[src/inc/lec_cfg.svh]
/*
 * constants of the link enhancement control register and the asynchronous
 * transmit start logic: offsets, masks, reset value, thresholds.
 * assumes it is included by bare name; the guard lets it be included more than once per unit.
 */
`ifndef LEC_CFG_SVH
`define LEC_CFG_SVH

// register offsets: set and clear in memory space, alias in config space
`define LEC_OFS_SET 12'ha88
`define LEC_OFS_CLR 12'ha8c
`define LEC_OFS_CFG 12'h0f4

// writable bits 15, 13-12, 10; every other bit reads zero
`define LEC_WR_MASK 32'h0000_b400
`define LEC_RESET 32'h0000_1000
`define LEC_ZERO 32'h0000_0000
`define LEC_PIPE_BIT 15
`define LEC_THR_HI 13
`define LEC_THR_LO 12
`define LEC_MPEG_BIT 10

// threshold codes
`define THR_SNF 2'h0
`define THR_1K7 2'h1
`define THR_1K 2'h2
`define THR_512 2'h3

// thresholds in bytes and in quadlets
`define AT_BYTES_2K 2048
`define AT_BYTES_1K7 1740
`define AT_BYTES_1K 1024
`define AT_BYTES_512 512
`define AT_QUAD_2K 10'(`AT_BYTES_2K / 4)
`define AT_QUAD_1K7 10'(`AT_BYTES_1K7 / 4)
`define AT_QUAD_1K 10'(`AT_BYTES_1K / 4)
`define AT_QUAD_512 10'(`AT_BYTES_512 / 4)

// stream format code of mpeg cip streams
`define MPEG_FMT 8'h20

// one quadlet step of the fill and token counters
`define FILL_ONE 10'h001
`define FILL_ZERO 10'h000
`define EOP_ONE 8'h01
`define EOP_ZERO 8'h00

`endif

[src/inc/lec_pkg.sv]
/*
 * types of the asynchronous transmit start controller.
 * assumes lec_cfg.svh for the numbers; this package holds types only.
 */
package lec_pkg;

    typedef enum logic [1:0] {
        TX_IDLE,
        TX_SEND,
        TX_DRAIN
    } tx_state_t;

    // whole state of the controller
    typedef struct packed {
        logic [31:0] lec;
        tx_state_t st;
        logic snf_retry;
        logic [9:0] fill;
        logic [7:0] eop_pend;
        logic rd_wait;
        logic rd_req;
        logic push;
        logic [33:0] push_data;
        logic [31:0] rdata;
        logic mpeg_apply;
        logic underrun;
    } ctl_t;

endpackage : lec_pkg

[src/inc/tx_buf_if.sv]
/*
 * carrier between the transmit controller and its two-entry buffer.
 * assumes both ends run on the same clock.
 */
`timescale 1ns/10ps
interface tx_buf_if #(
    parameter int W = 34
);
    logic in_valid;
    logic in_ready;
    logic [W-1:0] in_data;
    logic out_valid;
    logic out_ready;
    logic [W-1:0] out_data;

    modport producer (
        output in_valid,
        output in_data,
        output out_ready,
        input in_ready,
        input out_valid,
        input out_data
    );
    modport buffer (
        input in_valid,
        input in_data,
        input out_ready,
        output in_ready,
        output out_valid,
        output out_data
    );
endinterface : tx_buf_if

[src/tx_skid_buf.sv]
/*
 * two-entry buffer with valid and ready on both sides; all outputs
 * come from flip-flops.
 * assumes one clock and a synchronous active-low reset.
 */
`timescale 1ns/10ps
module tx_skid_buf #(
    parameter int W = 34
) (
    input wire logic core_clk,
    input wire logic rst_n,
    tx_buf_if.buffer bus
);
    typedef struct packed {
        logic [1:0][W-1:0] slot;
        logic [1:0] cnt;
        logic in_ready;
        logic out_valid;
    } buf_t;

    buf_t s_r;
    buf_t s_nxt;
    logic push;
    logic pop;

    if (W < 1) begin : g_chk
        $error("tx_skid_buf: width must be at least one");
    end

    // shift on pop, write behind the last entry on push
    always_comb begin
        push = bus.in_valid && s_r.in_ready;
        pop = s_r.out_valid && bus.out_ready;
        s_nxt = s_r;
        if (pop) begin
            s_nxt.slot[0] = s_r.slot[1];
        end
        s_nxt.cnt = s_r.cnt + {1'b0, push} - {1'b0, pop};
        if (push) begin
            s_nxt.slot[s_r.cnt[0] ^ pop] = bus.in_data;
        end
        s_nxt.in_ready = (s_nxt.cnt != 2'h2);
        s_nxt.out_valid = (s_nxt.cnt != 2'h0);
    end

    always_ff @(posedge core_clk) begin
        if (!rst_n) begin
            s_r <= '0;
            s_r.in_ready <= 1'b1;
        end else begin
            s_r <= s_nxt;
        end
    end

    assign bus.in_ready = s_r.in_ready;
    assign bus.out_valid = s_r.out_valid;
    assign bus.out_data = s_r.slot[0];
endmodule : tx_skid_buf

[src/at_tx_ctrl.sv]
/*
 * link enhancement control fields and the asynchronous transmit start
 * controller: threshold or store-and-forward start, underrun fallback,
 * pipelining disable and mpeg timestamp enable outputs.
 * assumes an external transmit fifo that answers a read request with
 * data exactly one cycle later, and a link that takes words on
 * link_valid and link_ready.
 */
`timescale 1ns/10ps
`include "lec_cfg.svh"

module at_tx_ctrl (
    input wire logic core_clk,
    input wire logic rst_n,
    input wire logic soft_rst_n,
    input wire logic reg_cfg_space,
    input wire logic [11:0] reg_addr,
    input wire logic reg_wr,
    input wire logic reg_rd,
    input wire logic [31:0] reg_wdata,
    output logic [31:0] reg_rdata,
    input wire logic retry_count_zero,
    input wire logic [7:0] stream_format_code,
    input wire logic fifo_wr_quad,
    input wire logic fifo_wr_eop,
    output logic fifo_rd_req,
    input wire logic fifo_rd_valid,
    input wire logic [31:0] fifo_rd_data,
    input wire logic fifo_rd_eop,
    output logic link_valid,
    input wire logic link_ready,
    output logic [31:0] link_data,
    output logic link_eop,
    output logic link_err,
    output logic at_underrun,
    output logic async_tx_pipeline_disable,
    output logic mpeg_timestamp_enable,
    output logic mpeg_ts_apply
);
    lec_pkg::ctl_t s_r;
    lec_pkg::ctl_t s_nxt;
    logic [31:0] wmask;
    logic [9:0] thr_quads;
    logic snf;
    logic start;
    logic can_req;
    logic hit_set;
    logic hit_clr;
    logic hit_cfg;

    tx_buf_if #(.W(34)) bif ();

    tx_skid_buf #(.W(34)) u_buf (
        .core_clk(core_clk),
        .rst_n(rst_n),
        .bus(bif.buffer)
    );

    // address decode of the three access points
    always_comb begin
        hit_set = !reg_cfg_space && (reg_addr == `LEC_OFS_SET);
        hit_clr = !reg_cfg_space && (reg_addr == `LEC_OFS_CLR);
        hit_cfg = reg_cfg_space && (reg_addr == `LEC_OFS_CFG);
        wmask = reg_wdata & `LEC_WR_MASK;
    end

    // threshold in quadlets and the store-and-forward decision
    always_comb begin
        unique case (s_r.lec[`LEC_THR_HI:`LEC_THR_LO])
            `THR_SNF: thr_quads = `AT_QUAD_2K;
            `THR_1K7: thr_quads = `AT_QUAD_1K7;
            `THR_1K: thr_quads = `AT_QUAD_1K;
            `THR_512: thr_quads = `AT_QUAD_512;
        endcase
        snf = (s_r.lec[`LEC_THR_HI:`LEC_THR_LO] == `THR_SNF)
            || s_r.snf_retry
            || retry_count_zero;
        // complete packet always starts; threshold only when not snf
        start = (s_r.eop_pend != `EOP_ZERO)
            || (!snf && (s_r.fill >= thr_quads));
        can_req = !s_r.rd_wait && !s_r.rd_req && !s_r.push
            && bif.in_ready;
    end

    // next state of registers and transmit sequencing
    always_comb begin
        s_nxt = s_r;
        s_nxt.rd_req = 1'b0;
        s_nxt.push = 1'b0;
        s_nxt.underrun = 1'b0;
        // register writes; only global reset returns the fields to LEC_RESET
        if (reg_wr && hit_set) begin
            s_nxt.lec = s_r.lec | wmask;
        end else if (reg_wr && hit_clr) begin
            s_nxt.lec = s_r.lec & ~wmask;
        end else if (reg_wr && hit_cfg) begin
            s_nxt.lec = wmask;
        end
        // reads return the image with reserved bits at zero
        if (reg_rd) begin
            if (hit_set || hit_clr || hit_cfg) begin
                s_nxt.rdata = s_r.lec & `LEC_WR_MASK;
            end else begin
                s_nxt.rdata = `LEC_ZERO;
            end
        end
        s_nxt.mpeg_apply = s_r.lec[`LEC_MPEG_BIT]
            && (stream_format_code == `MPEG_FMT);
        // fifo fill count: quadlets checked in less quadlets requested
        s_nxt.fill = s_r.fill + (fifo_wr_quad ? `FILL_ONE : `FILL_ZERO);
        s_nxt.eop_pend = s_r.eop_pend
            + ((fifo_wr_quad && fifo_wr_eop) ? `EOP_ONE : `EOP_ZERO);
        if (fifo_rd_valid) begin
            s_nxt.rd_wait = 1'b0;
            if (fifo_rd_eop) begin
                s_nxt.eop_pend = s_nxt.eop_pend - `EOP_ONE;
            end
        end
        unique case (s_r.st)
            lec_pkg::TX_IDLE: begin
                if (start) begin
                    s_nxt.st = lec_pkg::TX_SEND;
                end
            end
            lec_pkg::TX_SEND: begin
                if (fifo_rd_valid) begin
                    s_nxt.push = 1'b1;
                    s_nxt.push_data = {1'b0, fifo_rd_eop, fifo_rd_data};
                    if (fifo_rd_eop) begin
                        s_nxt.st = lec_pkg::TX_IDLE;
                        s_nxt.snf_retry = 1'b0;
                    end
                end else if (can_req && (s_r.fill != `FILL_ZERO)) begin
                    s_nxt.rd_req = 1'b1;
                    s_nxt.rd_wait = 1'b1;
                    s_nxt.fill = s_nxt.fill - `FILL_ONE;
                end else if (can_req) begin
                    // fifo ran dry before the packet end: close with error
                    s_nxt.push = 1'b1;
                    s_nxt.push_data = {1'b1, 1'b1, `LEC_ZERO};
                    s_nxt.underrun = 1'b1;
                    s_nxt.snf_retry = 1'b1;
                    s_nxt.st = lec_pkg::TX_DRAIN;
                end
            end
            lec_pkg::TX_DRAIN: begin
                // discard the rest of the failed packet
                if (fifo_rd_valid && fifo_rd_eop) begin
                    s_nxt.st = lec_pkg::TX_IDLE;
                end else if (!s_r.rd_wait && !s_r.rd_req
                        && (s_r.fill != `FILL_ZERO)) begin
                    s_nxt.rd_req = 1'b1;
                    s_nxt.rd_wait = 1'b1;
                    s_nxt.fill = s_nxt.fill - `FILL_ONE;
                end
            end
        endcase
        // local reset drops transfer state but keeps the fields
        if (!soft_rst_n) begin
            s_nxt = '0;
            s_nxt.lec = s_r.lec;
            s_nxt.st = lec_pkg::TX_IDLE;
        end
    end

    // global reset clears everything but the fields, which load LEC_RESET
    always_ff @(posedge core_clk) begin
        if (!rst_n) begin
            s_r <= '0;
            s_r.lec <= `LEC_RESET;
            s_r.st <= lec_pkg::TX_IDLE;
        end else begin
            s_r <= s_nxt;
        end
    end

    // buffer hookup and registered outputs
    assign bif.in_valid = s_r.push;
    assign bif.in_data = s_r.push_data;
    assign bif.out_ready = link_ready;
    assign link_valid = bif.out_valid;
    assign link_data = bif.out_data[31:0];
    assign link_eop = bif.out_data[32];
    assign link_err = bif.out_data[33];
    assign fifo_rd_req = s_r.rd_req;
    assign reg_rdata = s_r.rdata;
    assign at_underrun = s_r.underrun;
    assign async_tx_pipeline_disable = s_r.lec[`LEC_PIPE_BIT];
    assign mpeg_timestamp_enable = s_r.lec[`LEC_MPEG_BIT];
    assign mpeg_ts_apply = s_r.mpeg_apply;
endmodule : at_tx_ctrl

[config.mk]
export PLATFORM = sky130hd
export DESIGN_NAME = at_tx_ctrl
export DESIGN_NICKNAME = d
export VERILOG_FILES = /design/src/inc/lec_pkg.sv /design/src/inc/tx_buf_if.sv /design/src/tx_skid_buf.sv /design/src/at_tx_ctrl.sv
export VERILOG_INCLUDE_DIRS = /design/src /design/src/inc
export SDC_FILE = /design/constraint.sdc
export NUM_CORES = 1
export LEC_CHECK = 0
export BUFFER_PORTS_ARGS = -buffer_cell sky130_fd_sc_hd__buf_2
export CORE_ASPECT_RATIO = 1.5
export CORE_MARGIN = 1
export CORE_UTILIZATION = 49
export DETAILED_ROUTE_END_ITERATION = 10
export PLACE_DENSITY = 0.82
export SLEW_MARGIN = 20
export SYNTH_ARGS = -nofsm -noshare
export SYNTH_HDL_FRONTEND = slang
export SYNTH_SLANG_ARGS = --single-unit
export TNS_END_PERCENT = 10
[constraint.sdc]
create_clock -name core_clk -period 2.71 [get_ports core_clk]
set_clock_uncertainty 0.2 [all_clocks]
set_input_delay 0.1355 -clock core_clk [delete_from_list [all_inputs] [get_ports core_clk]]
set_output_delay 0.1355 -clock core_clk [all_outputs]
set_load 0.005 [all_outputs]
==> impl_metrics.tcl, run 1 <==
set metrics [dict create \
    cts_buffers 17 \
    final_area_um2 8459 \
    layout-drive-gt1-share_pct 18.55 \
    htree_levels 4 \
    critPathCaptureType "register" \
    post_cts_buffers 0 \
    tns_ps 0 \
    register_area_um2 2803 \
    setup_viol 0 \
    cp.required_ps 2820 \
    clock.fmax_mhz 421.5 \
    diodes 0 \
    critPathSlowestCell "a2111oi_0" \
    gp_congestion 0.8601 \
    syn_area_um2 7053 \
    clkLatencyLatePin_ps 410 \
    status "finished clean" \
    grt_pass1_wl_um 26380 \
    grt_pass1_vias 5581 \
    cts_root_buf "clkbuf_16" \
    hpwl_um 10600 \
    p_per_area_nw_per_um2 605.7 \
    crit_top_cell "ha_1" \
    clk_path_buf_depth 2 \
    vias_per_cell 5.332 \
    coreArea_um2 14060 \
    first_pass_iters 7 \
    worst_pin_slew_ps 1046 \
    p_leak_nw 3.782 \
    dp.cells 1043 \
    worstPathArrival_ps 2480 \
    hold_viol 0 \
    startpoint_type "register" \
    die_h_um 148.9 \
    dpl_worst_slack_ps 270.4 \
    fin_nets 1031 \
    clock-sinks 140 \
    chipWidth_um 99.96 \
    portBuffers 111 \
    postRouteAntennaNets 0 \
    multi_input_area_um2 3591 \
    worstPathCellList "inv_1 -> ha_1 -> ha_1 -> nand2b_1 -> a2111oi_0 -> o21ai_0 -> a31oi_1 -> nor2_1 -> o31ai_1" \
    synth_area_leader_cell "dfxtp_1" \
    postSynthCellCount 812 \
    die_area_um2 14890 \
    synth_top_area_share_pct 39.74 \
    period_needed_ps 2372 \
    drt-initial-drc-count 325 \
    max_stage_delay_ps 390 \
    slew_viol_final 0 \
    yosysWarnings 0 \
    synth_edf_count 0 \
    yosysSeqAreaShare_pct 39.74 \
    synth-async-reset-ratio_pct 0 \
    critPathKind "register to register" \
    fin_cells 1119 \
    grt_max_degree 75 \
    routed_wl_um 16400 \
    start_util_pct 50.17 \
    syn_area_per_cell_um2 8.686 \
    nFillCells 1225 \
    ios 168 \
    period_share_pct 87.54 \
    clk_pin_slew_ps 60 \
    drc 0 \
    min_path_type "primary input to register" \
    ys_seq_elements 140 \
    hold_ws_ps 25.36 \
    row_count 53 \
    wire_per_inst_um 14.65 \
    relSlewSlack_pct 30.01 \
    synthToLayoutAreaGrowth_pct 19.94 \
    fin_ws_ps 337.6 \
    rsz0062_at_grt "no" \
    overflow 0 \
    maxCapViolCount 0 \
    synthTopCellsByArea "dfxtp_1, buf_4, mux2i_1" \
    antenna_found_initial 0 \
    power_mw 5.124 \
    cts_tree "built" \
    grt_usage_pct 22.53 \
    ys_types 68 \
    crit_fanout 3 \
    placed_cell_area_um2 7413 \
    final_core_util_pct 60.17 \
    ir_worst_vdd_mv 0.4261 \
    ys.flop_type "dfxtp_1" \
    vias 5966 \
]
## state kept, by name, summed over array words and instances (netlist names), 4 cells and up
register,flops
u_buf.bus.out_data,34
reg_rdata,4
s_r,24
bif.in_data,34
u_buf.s_r,36
## final timing paths
| kind | start | endpoint | slack (ps) | depth (start not counted) |
|---|---|---|---|---|
| setup / recovery | s_r[105]$_SDFFE_PN0P_ | s_r[90]$_SDFFE_PN0P_ | 340 | 9 |
| hold / removal | reg_addr[1] | reg_rdata[10]$_SDFFE_PN0P_ | 30 | 5 |
| setup reg to reg | s_r[105]$_SDFFE_PN0P_ | s_r[90]$_SDFFE_PN0P_ | 340 | 9 |
| hold reg to reg | reg_rdata[12]$_SDFFE_PN0P_ | reg_rdata[12]$_SDFFE_PN0P_ | 270 | 2 |
## routing by layer
| metal | vias to the layer above | global-route usage [%] | share of wire [%] |
|---|---|---|---|
| met1 | 2826 | 25.41 | 40 |
| met5 | - | 0 | 0 |
| met3 | 41 | 4.077 | 4.3 |
| met4 | 0 | 12.50 | 3.6 |
| li1 | 2915 | - | - |
| met2 | 184 | 39.66 | 52 |
## layout by cell type, fill, tap and decap left out, types with 17 or more instances in the layout
cell type        n
nor2b_1         36
nand2_1         94
a22oi_1         32
dfxtp_1        140
clkbuf_16       17
nor2_1          64
nand3_1         51
mux2i_1         36
inv_1           22
xnor2_1         17
conb_1          28
buf_2          111
dlygate4sd3_1   45
o211a_1         34
ha_1            19
## report_power, final
| part | internal, mW | leakage, nW | switching, mW | total (mW) |
|---|---|---|---|---|
| clock | 1.45 | 0.288 | 0.885 | 2.34 |
| sequential | 2.11 | 1.13 | 0.0352 | 2.15 |
| combinational | 0.263 | 2.36 | 0.375 | 0.638 |
## worst max-delay path, delay by kind of cell (launching register included)
kind            cells  cell delay, ps
flops               1             350
fa+ha+maj           2             450
simple gates        2             220
compound gates      4             990
buf+inv             1              60
## logic make-up after synthesis
group,Yosys count,synth area share [%]
flip-flops,140,39.74
multiplexers,37,5.304
AO/OA/AOI/OAI,133,14.56
buffers and inverters,137,11.05
other,1,0.05317
XOR/XNOR,24,2.980
adder cells (fa/ha/maj),20,3.548
AND/OR/NAND/NOR,320,22.76
## layout make-up
cell class,count,share of cell area [%]
Multi-Input combinational cell,562,42.45
Sequential cell,140,33.13
Timing Repair Buffer,171,13.52
Clock buffer,18,5.073
Tap cell,192,2.840
Clock inverter,13,1.967
Inverter,23,1.021
## cell usage after synthesis (12+ instances only)
library cell  instances
nand2_1              96
nor3_1               12
a21oi_1              16
inv_1                22
buf_4                65
a22oi_1              32
nand3_1              51
xnor2_1              17
clkbuf_1             30
nor2_1               64
mux2i_1              36
ha_1                 20
o211a_1              34
o21ai_0              12
dfxtp_1             140
nor2b_1              36
## what timing repair did
item,CTS,global route
setup endpoints to repair,0,1
resized for setup,0,1
endpoints found under the hold margin,45,0
hold buffers,45,0
(Power assumes the default switching activity.)
==> run 2: changes to the inputs <==
--- a/config.mk
+++ b/config.mk
@@ -7,11 +7,10 @@
 export NUM_CORES = 1
 export LEC_CHECK = 0
 export BUFFER_PORTS_ARGS = -buffer_cell sky130_fd_sc_hd__buf_2
-export CORE_ASPECT_RATIO = 1.5
 export CORE_MARGIN = 1
 export CORE_UTILIZATION = 49
 export DETAILED_ROUTE_END_ITERATION = 10
-export PLACE_DENSITY = 0.82
+export PLACE_DENSITY = 0.8
 export SLEW_MARGIN = 20
 export SYNTH_ARGS = -nofsm -noshare
 export SYNTH_HDL_FRONTEND = slang
==> impl_metrics.tcl, run 2 (same netlist as run 1, synthesis figures left out) <==
set metrics [dict create \
    vias 6039 \
    hold_viol 0 \
    routed_wl_um 16620 \
    clkLatencyLatePin_ps 420 \
    period_share_pct 96.97 \
    layout_commonest_cell "dfxtp_1" \
    portBuffers 111 \
    hpwl_um 9906 \
    cp.required_ps 2860 \
    status "finished clean" \
    critPathCaptureType "register" \
    max_stage_delay_ps 620 \
    worst_pin_slew_ps 569.9 \
    htree_levels 4 \
    synthToLayoutAreaGrowth_pct 20.79 \
    critPathSlowestCell "dlygate4sd3_1" \
    fin_nets 1034 \
    clk_pin_slew_ps 60 \
    setup_viol 0 \
    cts_buffers 17 \
    largest-register "u_buf.s_r" \
    postRouteAntennaNets 0 \
    tns_ps 0 \
    die_h_um 122.0 \
    crit_fanout 4 \
    cts_root_buf "clkbuf_16" \
    grt_pass1_vias 5703 \
    clock-sinks 140 \
    crit_top_cell "dlygate4sd3_1" \
    clock.fmax_mhz 380.5 \
    grt_pass1_wl_um 26900 \
    ios 168 \
    maxCapViolCount 0 \
    clk_path_buf_depth 2 \
    path_buf_inv 4 \
    period_needed_ps 2628 \
    vias_per_cell 5.441 \
    overflow 0 \
    startpoint_type "primary input" \
    first_pass_iters 5 \
    drt-initial-drc-count 434 \
    row_count 43 \
    worstPathCellList "dlygate4sd3_1 -> buf_2 -> nor4_2 -> dlygate4sd3_1 -> o21a_1 -> nand3_1 -> dlygate4sd3_1 -> a21oi_1" \
    chipWidth_um 122.0 \
    wire_per_inst_um 14.97 \
    p_leak_nw 3.820 \
    nFillCells 1170 \
    drc 0 \
    cts_tree "built" \
    final_area_um2 8519 \
    slew_viol_final 0 \
    grt_max_degree 49 \
    start_util_pct 50.62 \
    gp_congestion 0.8475 \
    critPathTopFamily "buffers and inverters" \
    largest_register_ffs 36 \
    post_cts_buffers 0 \
    min_path_type "primary input to register" \
    worstPathArrival_ps 2780 \
    coreArea_um2 13930 \
    die_area_um2 14880 \
    critPathKind "primary input to register" \
    layout-drive-gt1-share_pct 18.60 \
    rsz0062_at_grt "no" \
    placed_cell_area_um2 7371 \
    diodes 0 \
    final_cell_mix "dfxtp_1, buf_2, nand2_1" \
    relSlewSlack_pct 61.86 \
    antenna_found_initial 0 \
    ir_worst_vdd_mv 0.4507 \
    grt_usage_pct 22.98 \
    p_per_area_nw_per_um2 629.6 \
]
run 2: what timing repair did:
action | in CTS | in global routing
endpoints found under the hold margin | 53 | 0
hold buffers | 49 | 0
gates resized for setup | 0 | 1
endpoints found under the setup margin | 0 | 1
run 2: final cells by class:
class                      instances  area (µm²)  share of cell area [%]
clock inverter                    11       187.7                   2.203
multi-input combinational        562        3587                   42.11
clock buffer                      20       466.7                   5.478
sequential                       140        2803                   32.90
timing repair buffer             174        1164                   13.66
tap                              180       225.2                   2.644
inverter                          23       86.33                   1.013
run 2: through the flow:
stage	utilization (%)	worst slack (ps)	hold slack, ps	std cells	total power, mW
after floorplan	-	94.18	11.88	839	2.622
after global placement	52.90	344.9	100.2	1030	2.765
after detailed placement	52.90	293.5	100.2	1030	2.776
after CTS	61.11	188.6	7.650	1110	5.382
after global routing	61.14	2.521	78.52	1110	5.547
final	61.14	82.09	28.67	1110	5.364
run 2: routing by layer:
layer	share of wire [%]	vias to the layer above	global-route usage (%)
met5	0	-	0
met4	2.4	0	9.799
met3	5.5	36	5.056
met2	48	214	38.95
met1	44	2841	27.86
li1	-	2948	-
run 2: final timing paths:
| path | depth (start not counted) | end | slack, ps | start |
|---|---|---|---|---|
| worst min-delay path | 5 | s_r[105]$_SDFFE_PN0P_ | 30 | reg_wr |
| worst max-delay path | 8 | reg_rdata[10]$_SDFFE_PN0P_ | 80 | reg_addr[10] |
| worst max register to register | 8 | s_r[88]$_SDFF_PN0_ | 260 | s_r[79]$_SDFF_PN0_ |
| worst min register to register | 2 | reg_rdata[10]$_SDFFE_PN0P_ | 270 | reg_rdata[10]$_SDFFE_PN0P_ |
run 2: worst min-delay path, delay by kind of cell:
family          cells  cell delay (ps)
buf+inv             1              110
compound gates      2              190
simple gates        2              160
run 2: power breakdown:
part,switching (mW),internal [mW]
logic,0.381,0.266
registers,0.0352,2.11
clock network,0.869,1.70
total,1.29,4.08
